<file path="config.mk">
export PLATFORM = sky130hd
export DESIGN_NAME = irs_regs
export DESIGN_NICKNAME = d
export VERILOG_FILES = /design/src/rtl/irs_pkg.sv /design/src/rtl/irs_regs.sv
export SDC_FILE = /design/constraint.sdc
export NUM_CORES = 1
export LEC_CHECK = 0
export BUFFER_PORTS_ARGS = -buffer_cell sky130_fd_sc_hd__buf_2
export CORE_UTILIZATION = 54
export CTS_BUF_LIST = sky130_fd_sc_hd__clkbuf_2
export DETAILED_ROUTE_END_ITERATION = 6
export HOLD_SLACK_MARGIN = 0.08
export PLACE_DENSITY_LB_ADDON = 0.25
export SYNTH_ARGS = -nofsm -noshare
export SYNTH_HDL_FRONTEND = slang
export SYNTH_SLANG_ARGS = --single-unit
</file>
<file path="constraint.sdc">
create_clock -name pclk -period 2.28 [get_ports pclk]
set_input_delay 0.114 -clock pclk [delete_from_list [all_inputs] [get_ports pclk]]
set_output_delay 0.114 -clock pclk [all_outputs]
set_load 0.02 [all_outputs]
</file>
<file path="src/rtl/irs_pkg.sv">
// Package for the interrupt, buffer status and receive length register block
package irs_pkg;

  // ==========================================================================
  // Register indices and APB address width
  // ==========================================================================
  localparam logic [7:0]  IRS_IDX_ENABLE_TWO  = 8'h36;
  localparam logic [7:0]  IRS_IDX_STATUS_TWO  = 8'h38;
  localparam logic [7:0]  IRS_IDX_FIFO_STATUS = 8'h39;
  localparam logic [7:0]  IRS_IDX_RXLEN_HIGH  = 8'h3a;
  localparam logic [7:0]  IRS_IDX_RXLEN_LOW   = 8'h3b;
  localparam logic [7:0]  IRS_IDX_EVT_STATUS  = 8'h40;
  localparam logic [7:0]  IRS_IDX_EVT_MASK    = 8'h41;
  localparam int unsigned IRS_ADDR_W          = 12;

  // ==========================================================================
  // Bit positions of the second interrupt status register
  // ==========================================================================
  localparam int unsigned IRS_BIT_ANA  = 7;
  localparam int unsigned IRS_BIT_CMD  = 6;
  localparam int unsigned IRS_BIT_CRC  = 2;
  localparam int unsigned IRS_BIT_LEN  = 1;
  localparam int unsigned IRS_BIT_PRE  = 0;
  localparam logic [7:0]  IRS_STATUS_TWO_USED = 8'hc7;

  // Bit positions of the receive length high register
  localparam int unsigned IRS_BIT_CRC_BYPASS = 7;
  localparam int unsigned IRS_BIT_DIRECT     = 6;
  localparam int unsigned IRS_BIT_REPEAT     = 5;
  localparam int unsigned IRS_BIT_AUTO_ERR   = 4;

  // Bit positions of the block event status and mask registers
  localparam int unsigned IRS_EVT_ERR_SUMMARY = 0;
  localparam int unsigned IRS_EVT_HDR_SECOND  = 1;
  localparam int unsigned IRS_EVT_REPEAT      = 2;
  localparam int unsigned IRS_EVT_OVERFLOW    = 3;
  localparam logic [3:0]  IRS_EVT_USED        = 4'hf;

  // ==========================================================================
  // Reset values, counts and command codes
  // ==========================================================================
  localparam logic [7:0]  IRS_RST_ENABLE_TWO  = 8'h40;
  localparam logic [7:0]  IRS_RST_ZERO8       = 8'h00;
  localparam logic [3:0]  IRS_RST_EVT_MASK    = 4'h0;
  localparam logic [4:0]  IRS_FIFO_DEPTH      = 5'h18;
  localparam logic [4:0]  IRS_FIFO_EMPTY_READ = 5'h1f;
  localparam logic [11:0] IRS_LEN_ERRCODE     = 12'h029;
  localparam logic [7:0]  IRS_LEN_SHORT16     = 8'h10;
  localparam logic [7:0]  IRS_LEN_SHORT32     = 8'h20;
  localparam logic [7:0]  IRS_CMD_SHORT_FIRST = 8'h98;
  localparam logic [7:0]  IRS_CMD_SHORT_LAST  = 8'h9c;
  localparam logic [7:0]  IRS_CMD_SHORT32     = 8'h9f;
  localparam logic [2:0]  IRS_BYTE_SECOND     = 3'h2;
  localparam logic [2:0]  IRS_BYTE_FOURTH     = 3'h4;
  localparam logic [2:0]  IRS_BYTE_SIXTH      = 3'h6;
  localparam logic [2:0]  IRS_BYTE_SAT        = 3'h7;

  // ==========================================================================
  // Carriers
  // ==========================================================================
  // Single-cycle event pulses from the reader core, same clock
  typedef struct packed {
    logic cmd_done;
    logic crc_error;
    logic protocol_error;
    logic preamble_error;
    logic rx_end;
    logic header_bit;
    logic header_value;
    logic fifo_load;
    logic fifo_read;
    logic fifo_flush;
  } irs_core_evt_t;

  // Levels from the reader core, same clock
  typedef struct packed {
    logic tx_active;
    logic rx_active;
  } irs_core_lvl_t;

  // Analog status pins and chip enable, asynchronous
  typedef struct packed {
    logic chip_enable;
    logic field_present_good;
    logic pll_ok;
    logic osc_ok;
  } irs_pins_t;

endpackage

</file>
<file path="src/rtl/irs_regs.sv">
// Interrupt status, buffer status and receive length registers behind an APB slave
//
// Decided for this implementation: the APB register port.
`timescale 1ns/1ps
// ============================================================================
// ============================================================================
module irs_regs
  import irs_pkg::*;
(
  // Clock and reset
  input  wire logic                  pclk,
  input  wire logic                  presetn,
  // APB slave
  input  wire logic                  psel,
  input  wire logic                  penable,
  input  wire logic                  pwrite,
  input  wire logic [IRS_ADDR_W-1:0] paddr,
  input  wire logic [31:0]           pwdata,
  output logic      [31:0]           prdata,
  output logic                       pready,
  output logic                       pslverr,
  // Reader core
  input  wire irs_core_evt_t         core_evt,
  input  wire irs_core_lvl_t         core_lvl,
  input  wire logic                  cmd_valid,
  input  wire logic [7:0]            cmd_code,
  input  wire logic [11:0]           rx_bit_count,
  input  wire logic                  first_irq_pending,
  // Asynchronous pins
  input  wire irs_pins_t             pins,
  // Outputs to the core and the host
  output logic                       irq,
  output logic                       error_summary,
  output logic                       crc_bypass,
  output logic                       direct_buffer_mode,
  output logic [11:0]                expected_rx_len
);

  // ==========================================================================
  // Declarations
  // ==========================================================================
  logic [3:0]  sync1_reg;
  logic [3:0]  sync2_reg;
  logic [3:0]  sync3_reg;
  logic [3:0]  stable_reg;
  logic [3:0]  stable_next;
  logic        en_low;
  logic        ana_change;

  logic [7:0]  status_two_reg;
  logic [7:0]  enable_two_reg;
  logic [3:0]  evt_status_reg;
  logic [3:0]  evt_mask_reg;
  logic [7:0]  rxlen_high_reg;
  logic [7:0]  rxlen_low_reg;
  logic        errcode_len_reg;
  logic [4:0]  byte_count_reg;
  logic        overflow_reg;
  logic        empty_read_reg;
  logic [2:0]  rx_bytes_reg;
  logic        rx_active_d_reg;

  logic        setup;
  logic        access_done;
  logic        wr_done;
  logic        rd_done;
  logic [7:0]  idx;
  logic [7:0]  acc_idx_reg;
  logic [7:0]  rd_byte;
  logic        mapped;
  logic [11:0] prog_len;
  logic [11:0] eff_len;
  logic        rx_start;
  logic        crc_err_ev;
  logic        len_err_ev;
  logic        pre_err_ev;
  logic        ovfl_ev;
  logic        empty_rd_ev;
  logic        rx_byte_ev;
  logic [2:0]  rx_bytes_next;
  logic        hdr_second_ev;
  logic        repeat_ev;
  logic [7:0]  set_two;
  logic [3:0]  set_evt;
  logic        short16_cmd;

  // ==========================================================================
  // Helpers
  // ==========================================================================
  // Byte address to register index; word aligned, index is address over four
  function automatic logic [7:0] addr_to_idx(input logic [IRS_ADDR_W-1:0] a);
    addr_to_idx = a[9:2];
  endfunction

  // Index decode for the slave error answer; the read mux decodes the index in its own case
  function automatic logic idx_mapped(input logic [7:0] i);
    idx_mapped = (i == IRS_IDX_ENABLE_TWO) || (i == IRS_IDX_STATUS_TWO) ||
                 (i == IRS_IDX_FIFO_STATUS) || (i == IRS_IDX_RXLEN_HIGH) ||
                 (i == IRS_IDX_RXLEN_LOW) || (i == IRS_IDX_EVT_STATUS) ||
                 (i == IRS_IDX_EVT_MASK);
  endfunction

  // ==========================================================================
  // Pin synchronisers
  // ==========================================================================
  // Three stages; a new level counts only when stages two and three agree
  always_ff @(posedge pclk or negedge presetn)
  begin
    if (!presetn)
    begin
      sync1_reg <= 4'h0;
      sync2_reg <= 4'h0;
      sync3_reg <= 4'h0;
    end
    else
    begin
      sync1_reg <= pins;
      sync2_reg <= sync1_reg;
      sync3_reg <= sync2_reg;
    end
  end

  // Filtered levels; bit 3 is chip enable
  always_comb
  begin
    stable_next = stable_reg;
    for (int i = 0; i < 4; i++)
    begin
      if (sync2_reg[i] == sync3_reg[i])
      begin
        stable_next[i] = sync3_reg[i];
      end
    end
  end

  // Starts at zero, so a good status seen after reset counts as a change
  always_ff @(posedge pclk or negedge presetn)
  begin
    if (!presetn)
    begin
      stable_reg <= 4'h0;
    end
    else
    begin
      stable_reg <= stable_next;
    end
  end

  assign en_low     = ~stable_reg[3];
  assign ana_change = |(stable_next[2:0] ^ stable_reg[2:0]);

  // ==========================================================================
  // APB decode
  // ==========================================================================
  assign setup       = psel & ~penable;
  assign access_done = psel & penable & pready;
  assign wr_done     = access_done & pwrite;
  assign rd_done     = access_done & ~pwrite;
  assign idx         = addr_to_idx(paddr);
  assign mapped      = idx_mapped(idx);

  // ==========================================================================
  // Event sources
  // ==========================================================================
  assign rx_start      = core_lvl.rx_active & ~rx_active_d_reg;
  assign crc_err_ev    = core_evt.crc_error & ~rxlen_high_reg[IRS_BIT_CRC_BYPASS];
  assign prog_len      = {rxlen_high_reg[3:0], rxlen_low_reg};
  assign eff_len       = errcode_len_reg ? IRS_LEN_ERRCODE : prog_len;
  assign len_err_ev    = core_evt.protocol_error |
                         (core_evt.rx_end & (rx_bit_count < eff_len));
  assign ovfl_ev       = core_evt.fifo_load & ~core_evt.fifo_read &
                         (byte_count_reg >= IRS_FIFO_DEPTH);
  assign pre_err_ev    = core_evt.preamble_error | ovfl_ev;
  assign empty_rd_ev   = core_evt.fifo_read & ~core_evt.fifo_load & (byte_count_reg == 5'h00);
  assign rx_byte_ev    = core_evt.fifo_load & core_lvl.rx_active;
  assign rx_bytes_next = (rx_bytes_reg == IRS_BYTE_SAT) ? rx_bytes_reg : rx_bytes_reg + 3'h1;

  // Direct mode swaps the header interrupt for the second-byte one
  assign hdr_second_ev = rxlen_high_reg[IRS_BIT_DIRECT] ?
                         (rx_byte_ev & (rx_bytes_next == IRS_BYTE_SECOND)) :
                         (core_evt.header_bit & core_evt.header_value);
  assign repeat_ev     = rxlen_high_reg[IRS_BIT_REPEAT] & rx_byte_ev &
                         ((rx_bytes_next == IRS_BYTE_FOURTH) ||
                          (rx_bytes_next == IRS_BYTE_SIXTH));

  // Flags are set regardless of the enables
  always_comb
  begin
    set_two              = 8'h00;
    set_two[IRS_BIT_ANA] = ana_change;
    set_two[IRS_BIT_CMD] = core_evt.cmd_done;
    set_two[IRS_BIT_CRC] = crc_err_ev;
    set_two[IRS_BIT_LEN] = len_err_ev;
    set_two[IRS_BIT_PRE] = pre_err_ev;
  end

  always_comb
  begin
    set_evt                      = 4'h0;
    set_evt[IRS_EVT_ERR_SUMMARY] = crc_err_ev | len_err_ev | pre_err_ev;
    set_evt[IRS_EVT_HDR_SECOND]  = hdr_second_ev;
    set_evt[IRS_EVT_REPEAT]      = repeat_ev;
    set_evt[IRS_EVT_OVERFLOW]    = ovfl_ev;
  end

  // ==========================================================================
  // Second interrupt status register
  // ==========================================================================
  // A read clears only the bits it reported, so a set after the snapshot is kept
  always_ff @(posedge pclk or negedge presetn)
  begin
    if (!presetn)
    begin
      status_two_reg <= IRS_RST_ZERO8;
    end
    else if (en_low)
    begin
      status_two_reg <= IRS_RST_ZERO8;
    end
    else if (rd_done && acc_idx_reg == IRS_IDX_STATUS_TWO)
    begin
      status_two_reg <= ((status_two_reg & ~prdata[7:0]) | set_two) & IRS_STATUS_TWO_USED;
    end
    else
    begin
      status_two_reg <= (status_two_reg | set_two) & IRS_STATUS_TWO_USED;
    end
  end

  // Enable register for the second status register
  always_ff @(posedge pclk or negedge presetn)
  begin
    if (!presetn)
    begin
      enable_two_reg <= IRS_RST_ENABLE_TWO;
    end
    else if (wr_done && idx == IRS_IDX_ENABLE_TWO)
    begin
      enable_two_reg <= pwdata[7:0] & IRS_STATUS_TWO_USED;
    end
  end

  // ==========================================================================
  // Block event status and mask
  // ==========================================================================
  // Write one to clear; a simultaneous set wins
  always_ff @(posedge pclk or negedge presetn)
  begin
    if (!presetn)
    begin
      evt_status_reg <= 4'h0;
    end
    else if (wr_done && idx == IRS_IDX_EVT_STATUS)
    begin
      evt_status_reg <= (evt_status_reg & ~pwdata[3:0]) | set_evt;
    end
    else
    begin
      evt_status_reg <= evt_status_reg | set_evt;
    end
  end

  always_ff @(posedge pclk or negedge presetn)
  begin
    if (!presetn)
    begin
      evt_mask_reg <= IRS_RST_EVT_MASK;
    end
    else if (wr_done && idx == IRS_IDX_EVT_MASK)
    begin
      evt_mask_reg <= pwdata[3:0] & IRS_EVT_USED;
    end
  end

  // ==========================================================================
  // Interrupt pin and summary pulse
  // ==========================================================================
  // Enables gate only the pin; one cycle of latency keeps the output a flop
  always_ff @(posedge pclk or negedge presetn)
  begin
    if (!presetn)
    begin
      irq           <= 1'b0;
      error_summary <= 1'b0;
    end
    else
    begin
      irq           <= (|(status_two_reg & enable_two_reg)) |
                       (|(evt_status_reg & evt_mask_reg)) | first_irq_pending;
      error_summary <= set_evt[IRS_EVT_ERR_SUMMARY];
    end
  end

  // ==========================================================================
  // Receive length registers
  // ==========================================================================
  assign short16_cmd = (cmd_code >= IRS_CMD_SHORT_FIRST) && (cmd_code <= IRS_CMD_SHORT_LAST);

  // A short command preset takes priority over a host write in the same cycle
  always_ff @(posedge pclk or negedge presetn)
  begin
    if (!presetn)
    begin
      rxlen_high_reg <= IRS_RST_ZERO8;
      rxlen_low_reg  <= IRS_RST_ZERO8;
    end
    else if (cmd_valid && (short16_cmd || cmd_code == IRS_CMD_SHORT32))
    begin
      rxlen_high_reg <= {rxlen_high_reg[7:4], 4'h0};
      rxlen_low_reg  <= short16_cmd ? IRS_LEN_SHORT16 : IRS_LEN_SHORT32;
    end
    else if (wr_done)
    begin
      if (idx == IRS_IDX_RXLEN_HIGH)
      begin
        rxlen_high_reg <= pwdata[7:0];
      end
      if (idx == IRS_IDX_RXLEN_LOW)
      begin
        rxlen_low_reg <= pwdata[7:0];
      end
    end
  end

  // Error-code length override lasts for one reception only
  always_ff @(posedge pclk or negedge presetn)
  begin
    if (!presetn)
    begin
      errcode_len_reg <= 1'b0;
    end
    else if (rx_start)
    begin
      errcode_len_reg <= 1'b0;
    end
    else if (core_evt.header_bit && core_evt.header_value && rxlen_high_reg[IRS_BIT_AUTO_ERR])
    begin
      errcode_len_reg <= 1'b1;
    end
  end

  // Received byte counter for the second, fourth and sixth byte interrupts
  always_ff @(posedge pclk or negedge presetn)
  begin
    if (!presetn)
    begin
      rx_bytes_reg    <= 3'h0;
      rx_active_d_reg <= 1'b0;
    end
    else
    begin
      rx_active_d_reg <= core_lvl.rx_active;
      if (rx_start)
      begin
        rx_bytes_reg <= 3'h0;
      end
      else if (rx_byte_ev)
      begin
        rx_bytes_reg <= rx_bytes_next;
      end
    end
  end

  // Core-facing configuration and length, registered
  always_ff @(posedge pclk or negedge presetn)
  begin
    if (!presetn)
    begin
      crc_bypass         <= 1'b0;
      direct_buffer_mode <= 1'b0;
      expected_rx_len    <= 12'h000;
    end
    else
    begin
      crc_bypass         <= rxlen_high_reg[IRS_BIT_CRC_BYPASS];
      direct_buffer_mode <= rxlen_high_reg[IRS_BIT_DIRECT];
      expected_rx_len    <= eff_len;
    end
  end

  // ==========================================================================
  // Buffer fill tracking
  // ==========================================================================
  // Count saturates at the depth; overflow sticks until a flush, empty-read until a flush or a load
  always_ff @(posedge pclk or negedge presetn)
  begin
    if (!presetn)
    begin
      byte_count_reg <= 5'h00;
      overflow_reg   <= 1'b0;
      empty_read_reg <= 1'b0;
    end
    else if (core_evt.fifo_flush)
    begin
      byte_count_reg <= 5'h00;
      overflow_reg   <= 1'b0;
      empty_read_reg <= 1'b0;
    end
    else
    begin
      if (ovfl_ev)
      begin
        overflow_reg <= 1'b1;
      end
      if (empty_rd_ev)
      begin
        empty_read_reg <= 1'b1;
      end
      else if (core_evt.fifo_load)
      begin
        empty_read_reg <= 1'b0;
      end
      if (core_evt.fifo_load && !core_evt.fifo_read && byte_count_reg < IRS_FIFO_DEPTH)
      begin
        byte_count_reg <= byte_count_reg + 5'h01;
      end
      else if (core_evt.fifo_read && !core_evt.fifo_load && byte_count_reg != 5'h00)
      begin
        byte_count_reg <= byte_count_reg - 5'h01;
      end
    end
  end

  // ==========================================================================
  // APB read data and answer
  // ==========================================================================
  // Read mux; status is snapshot at setup, so a set during access survives the clear
  always_comb
  begin
    rd_byte = 8'h00;
    case (idx)
      IRS_IDX_ENABLE_TWO:  rd_byte = enable_two_reg;
      IRS_IDX_STATUS_TWO:  rd_byte = status_two_reg;
      IRS_IDX_FIFO_STATUS: rd_byte = {core_lvl.tx_active, core_lvl.rx_active, overflow_reg,
                                      empty_read_reg ? IRS_FIFO_EMPTY_READ : byte_count_reg};
      IRS_IDX_RXLEN_HIGH:  rd_byte = rxlen_high_reg;
      IRS_IDX_RXLEN_LOW:   rd_byte = rxlen_low_reg;
      IRS_IDX_EVT_STATUS:  rd_byte = {4'h0, evt_status_reg};
      IRS_IDX_EVT_MASK:    rd_byte = {4'h0, evt_mask_reg};
      default:             rd_byte = 8'h00;
    endcase
  end

  // Answer one cycle after setup: access phase lasts exactly one cycle
  always_ff @(posedge pclk or negedge presetn)
  begin
    if (!presetn)
    begin
      pready      <= 1'b0;
      pslverr     <= 1'b0;
      prdata      <= 32'h0000_0000;
      acc_idx_reg <= 8'h00;
    end
    else if (setup)
    begin
      pready      <= 1'b1;
      pslverr     <= ~mapped;
      prdata      <= pwrite ? 32'h0000_0000 : {24'h00_0000, rd_byte};
      acc_idx_reg <= idx;
    end
    else
    begin
      pready  <= 1'b0;
      pslverr <= 1'b0;
    end
  end

endmodule

</file>
==> out/qor.yml <==
clocking:
  cts_root_buffer: "clkbuf_2"
  cts_tree: "built"
  cts_setup_buffers: 0
  clock-sinks: 96
  clk_path_buf_depth: 2
  htree_levels: 3
  cts_buffers: 9
  path_clk_slew_ns: 0.26
  clk_latency_ns: 0.54
synth:
  netlist_instances: 431
  synth-edff-count: 0
  yosysWarnings: 0
  ys_ff_latch: 96
  synth_area_per_cell_um2: 11.1
  synth_area_mm2: 0.00479
  ys_async_sr_fraction_pct: 100
  synth_cell_types: 74
  ys.flop_type: "dfrtp_1"
  synth-seq-area-share_pct: 50.2
die:
  core_mm2: 0.00838
  die_area_mm2: 0.00925
  io_pins: 137
  die_x_um: 96.2
  std_cell_rows: 33
  fp.dieH_um: 96.2
  initial_core_util_pct: 57.1
layout:
  area_growth_pct: 23.1
  fin_nets: 676
  largest_reg_flops: 12
  n_fill_cell: 644
  fin_cells: 682
  multi_input_area_mm2: 0.00213
  fin_util_pct: 70.4
  register_area_mm2: 0.00240
  layout-drive-gt1-share_pct: 25.3
  largest_register: "expected_rx_len"
  antennaDiodeCount: 0
job:
  drv_cap: 0
grt:
  grt_max_degree: 41
  grt_use_total_pct: 28.2
  grt_pass1_vias: 3948
  grt_first_pass_wirelength_um: 19300
  overflow: 0
  antenna_found_initial: 0
sta:
  finalMaxSlewViolations: 0
  setup_slack_ns: 0.0415
  period_share_pct: 98.2
  clock.fmax_mhz: 447
  hold_viol: 0
  setup_violations: 0
  fin_skew_ns: 0.0440
  worst-slew-pin-transition_ns: 0.558
  finalCriticalPeriod_ns: 2.24
  rsz0062_at_grt: "no"
  setup_tns_ns: 0
  slew_headroom_pct: 62.8
place:
  place_worst_setup_slack_ns: 0.199
  place_hpwl_um: 8570
  io_buffers: 84
  gp_congestion: 0.843
  dp.cells: 617
setup_path:
  critPathMaxFanout: 9
  critical_path.endpoint_type: "register"
  startpoint_type: "register"
  path_cells: "and4_2 > and2_0 > buf_4 > nand2_1 > mux2_1 > dlygate4sd3_1"
  worstSetupPathType: "register to register"
  cp_slowest_cell: "dlygate4sd3_1"
  max_stage_delay_ns: 0.56
  critPathArrivalTime_ns: 2.71
  required_ns: 2.75
pwr:
  p_per_area_mw_per_mm2: 573
  power_frac_comb_pct: 20.0
  switchingPower_mw: 0.988
  switching_share_pct: 29.3
  p_leak_nw: 2.93
  p_seq_share_pct: 56.3
  pwr-share-clk_pct: 23.6
  ir_drop_mv: 0.289
  internal_power_mw: 2.39
drt:
  drc_errors: 0
  drt-pass1-iter-count: 5
  drtIter0Drc: 222
  vias: 3894
  viasPerCell: 5.71
  wl_per_cell_um: 17.4
  wirelength_um: 11800
  drtAntennaViolNets: 0
outcome:
  status: "completed"
hold_path:
  hp-class: "input pin to register"
[worst max-delay path, delay by kind of cell, from the launching register on]
kind | cells | cell delay (ns)
simple gates | 3 | 0.65
flops | 1 | 0.45
mux | 1 | 0.35
buf+inv | 2 | 0.73
[layout by cell type (no fill, tap or decap), types with 12 or more instances in the layout]
cell,count
dfrtp_1,95
buf_2,83
dlygate4sd3_1,48
inv_1,28
nor2_1,27
conb_1,24
nand2_1,20
o21ai_0,19
a21oi_1,18
nand2b_1,17
ha_1,16
mux2_2,15
nand3_1,12
mux2_1,12
[through the flow]
| stage | instance area [µm²] | hold WS [ns] | power (mW) |
|---|---|---|---|
| final | 5900 | 0.117 | 3.38 |
| after CTS | 5890 | 0.0895 | 3.39 |
| after detailed placement | 5280 | 0.123 | 2.54 |
| after global routing | 5900 | 0.0848 | 3.57 |
| after floorplan | 4880 | -0.182 | 2.33 |
| after global placement | 5280 | 0.116 | 2.51 |
[power groups by stage]
stage | Clock, mW | Combinational [mW] | Sequential (mW)
floorplan | 0 | 0.405 | 1.92
global placement | 0 | 0.590 | 1.92
detailed placement | 0 | 0.611 | 1.93
CTS | 0.815 | 0.674 | 1.90
global route | 0.895 | 0.756 | 1.92
finish | 0.798 | 0.677 | 1.90
[cell type report]
| cell class | count | share of cell area (%) |
|---|---|---|
| Inverter | 28 | 1.78 |
| Tap cell | 105 | 2.23 |
| Timing Repair Buffer | 144 | 17.3 |
| Clock buffer | 10 | 0.849 |
| Multi-Input combinational cell | 293 | 36.1 |
| Sequential cell | 96 | 40.8 |
| Clock inverter | 6 | 1.02 |
[cells in the mapped netlist (2+ instances only)]
master     instances  area [µm²]
and4b_1            2        20.0
o21ai_1            2        10.0
a222oi_1           3        30.0
mux2_2            15         169
and3_1             2        12.5
nand3_1           12        60.1
nor2b_1            4        25.0
o31ai_1            4        30.0
or2_1              2        12.5
o41ai_1            2        17.5
a21oi_1           18        90.1
o2bb2ai_1          2        17.5
maj3_1             4        40.0
a221oi_1           2        17.5
o22ai_1            4        25.0
and4_1             2        17.5
nor3_1             6        30.0
mux2i_1            4        40.0
buf_1              2        7.51
nand4_1            3        18.8
dfrtp_1           95        2380
o21ai_0           19        95.1
buf_4             26         195
inv_1             28         105
buf_2              5        25.0
nor2_1            27         101
a21o_1             3        22.5
xnor2_1            3        26.3
a211oi_1           2        15.0
clkbuf_1           4        15.0
a22oi_1            5        37.5
nand2b_1          17         106
a22o_1             5        43.8
a31oi_1            5        31.3
nand2_1           20        75.1
mux4_2             5         113
ha_1              16         200
o21a_1             3        22.5
or2_2              2        12.5
mux2_1            12         135
[layer usage]
metal  track usage, %  part of all wire, %
met3             3.71                  6.1
met5                0                    0
met1             36.5                   41
met2             47.2                   49
met4             12.4                  3.2
[path summary, 6_finish.rpt]
| kind | slack, ns | startpoint | cells past startpoint | to |
|---|---|---|---|---|
| worst min register to register | 0.38 | sync1_reg[1]$_DFF_PN0_ | 0 | sync2_reg[1]$_DFF_PN0_ |
| worst max-delay path | 0.04 | pready$_DFF_PN0_ | 6 | evt_mask_reg[3]$_DFFE_PN0P_ |
| max in group asynchronous | 1.35 | presetn | 4 | enable_two_reg[6]$_DFFE_PN1P_ |
| worst min-delay path | 0.12 | rx_bit_count[11] | 5 | status_two_reg[1]$_DFF_PN0_ |
| min in group asynchronous | 0.61 | presetn | 4 | stable_reg[3]$_DFFE_PN0N_ |
| worst max register to register | 0.04 | pready$_DFF_PN0_ | 6 | evt_mask_reg[3]$_DFFE_PN0P_ |
[kinds of logic after synthesis]
kind of cell / count (synthesis) / share of synthesized area (%)
AOI/OAI and AO/OA: 94 / 13.5
xor gates and xnor gates: 4 / 0.732
adders and majority gates: 21 / 5.43
buffers and inverters: 65 / 7.26
DFF: 96 / 50.2
muxes: 36 / 9.54
other: 1 / 0.0783
and+or+nand+nor: 114 / 13.3
[repair_timing]
item	in CTS	in global routing
resized for setup	0	2
setup endpoints to repair	0	2
hold buffers	49	0
endpoints found under the hold margin	161	0
(Power assumes the default switching activity.)
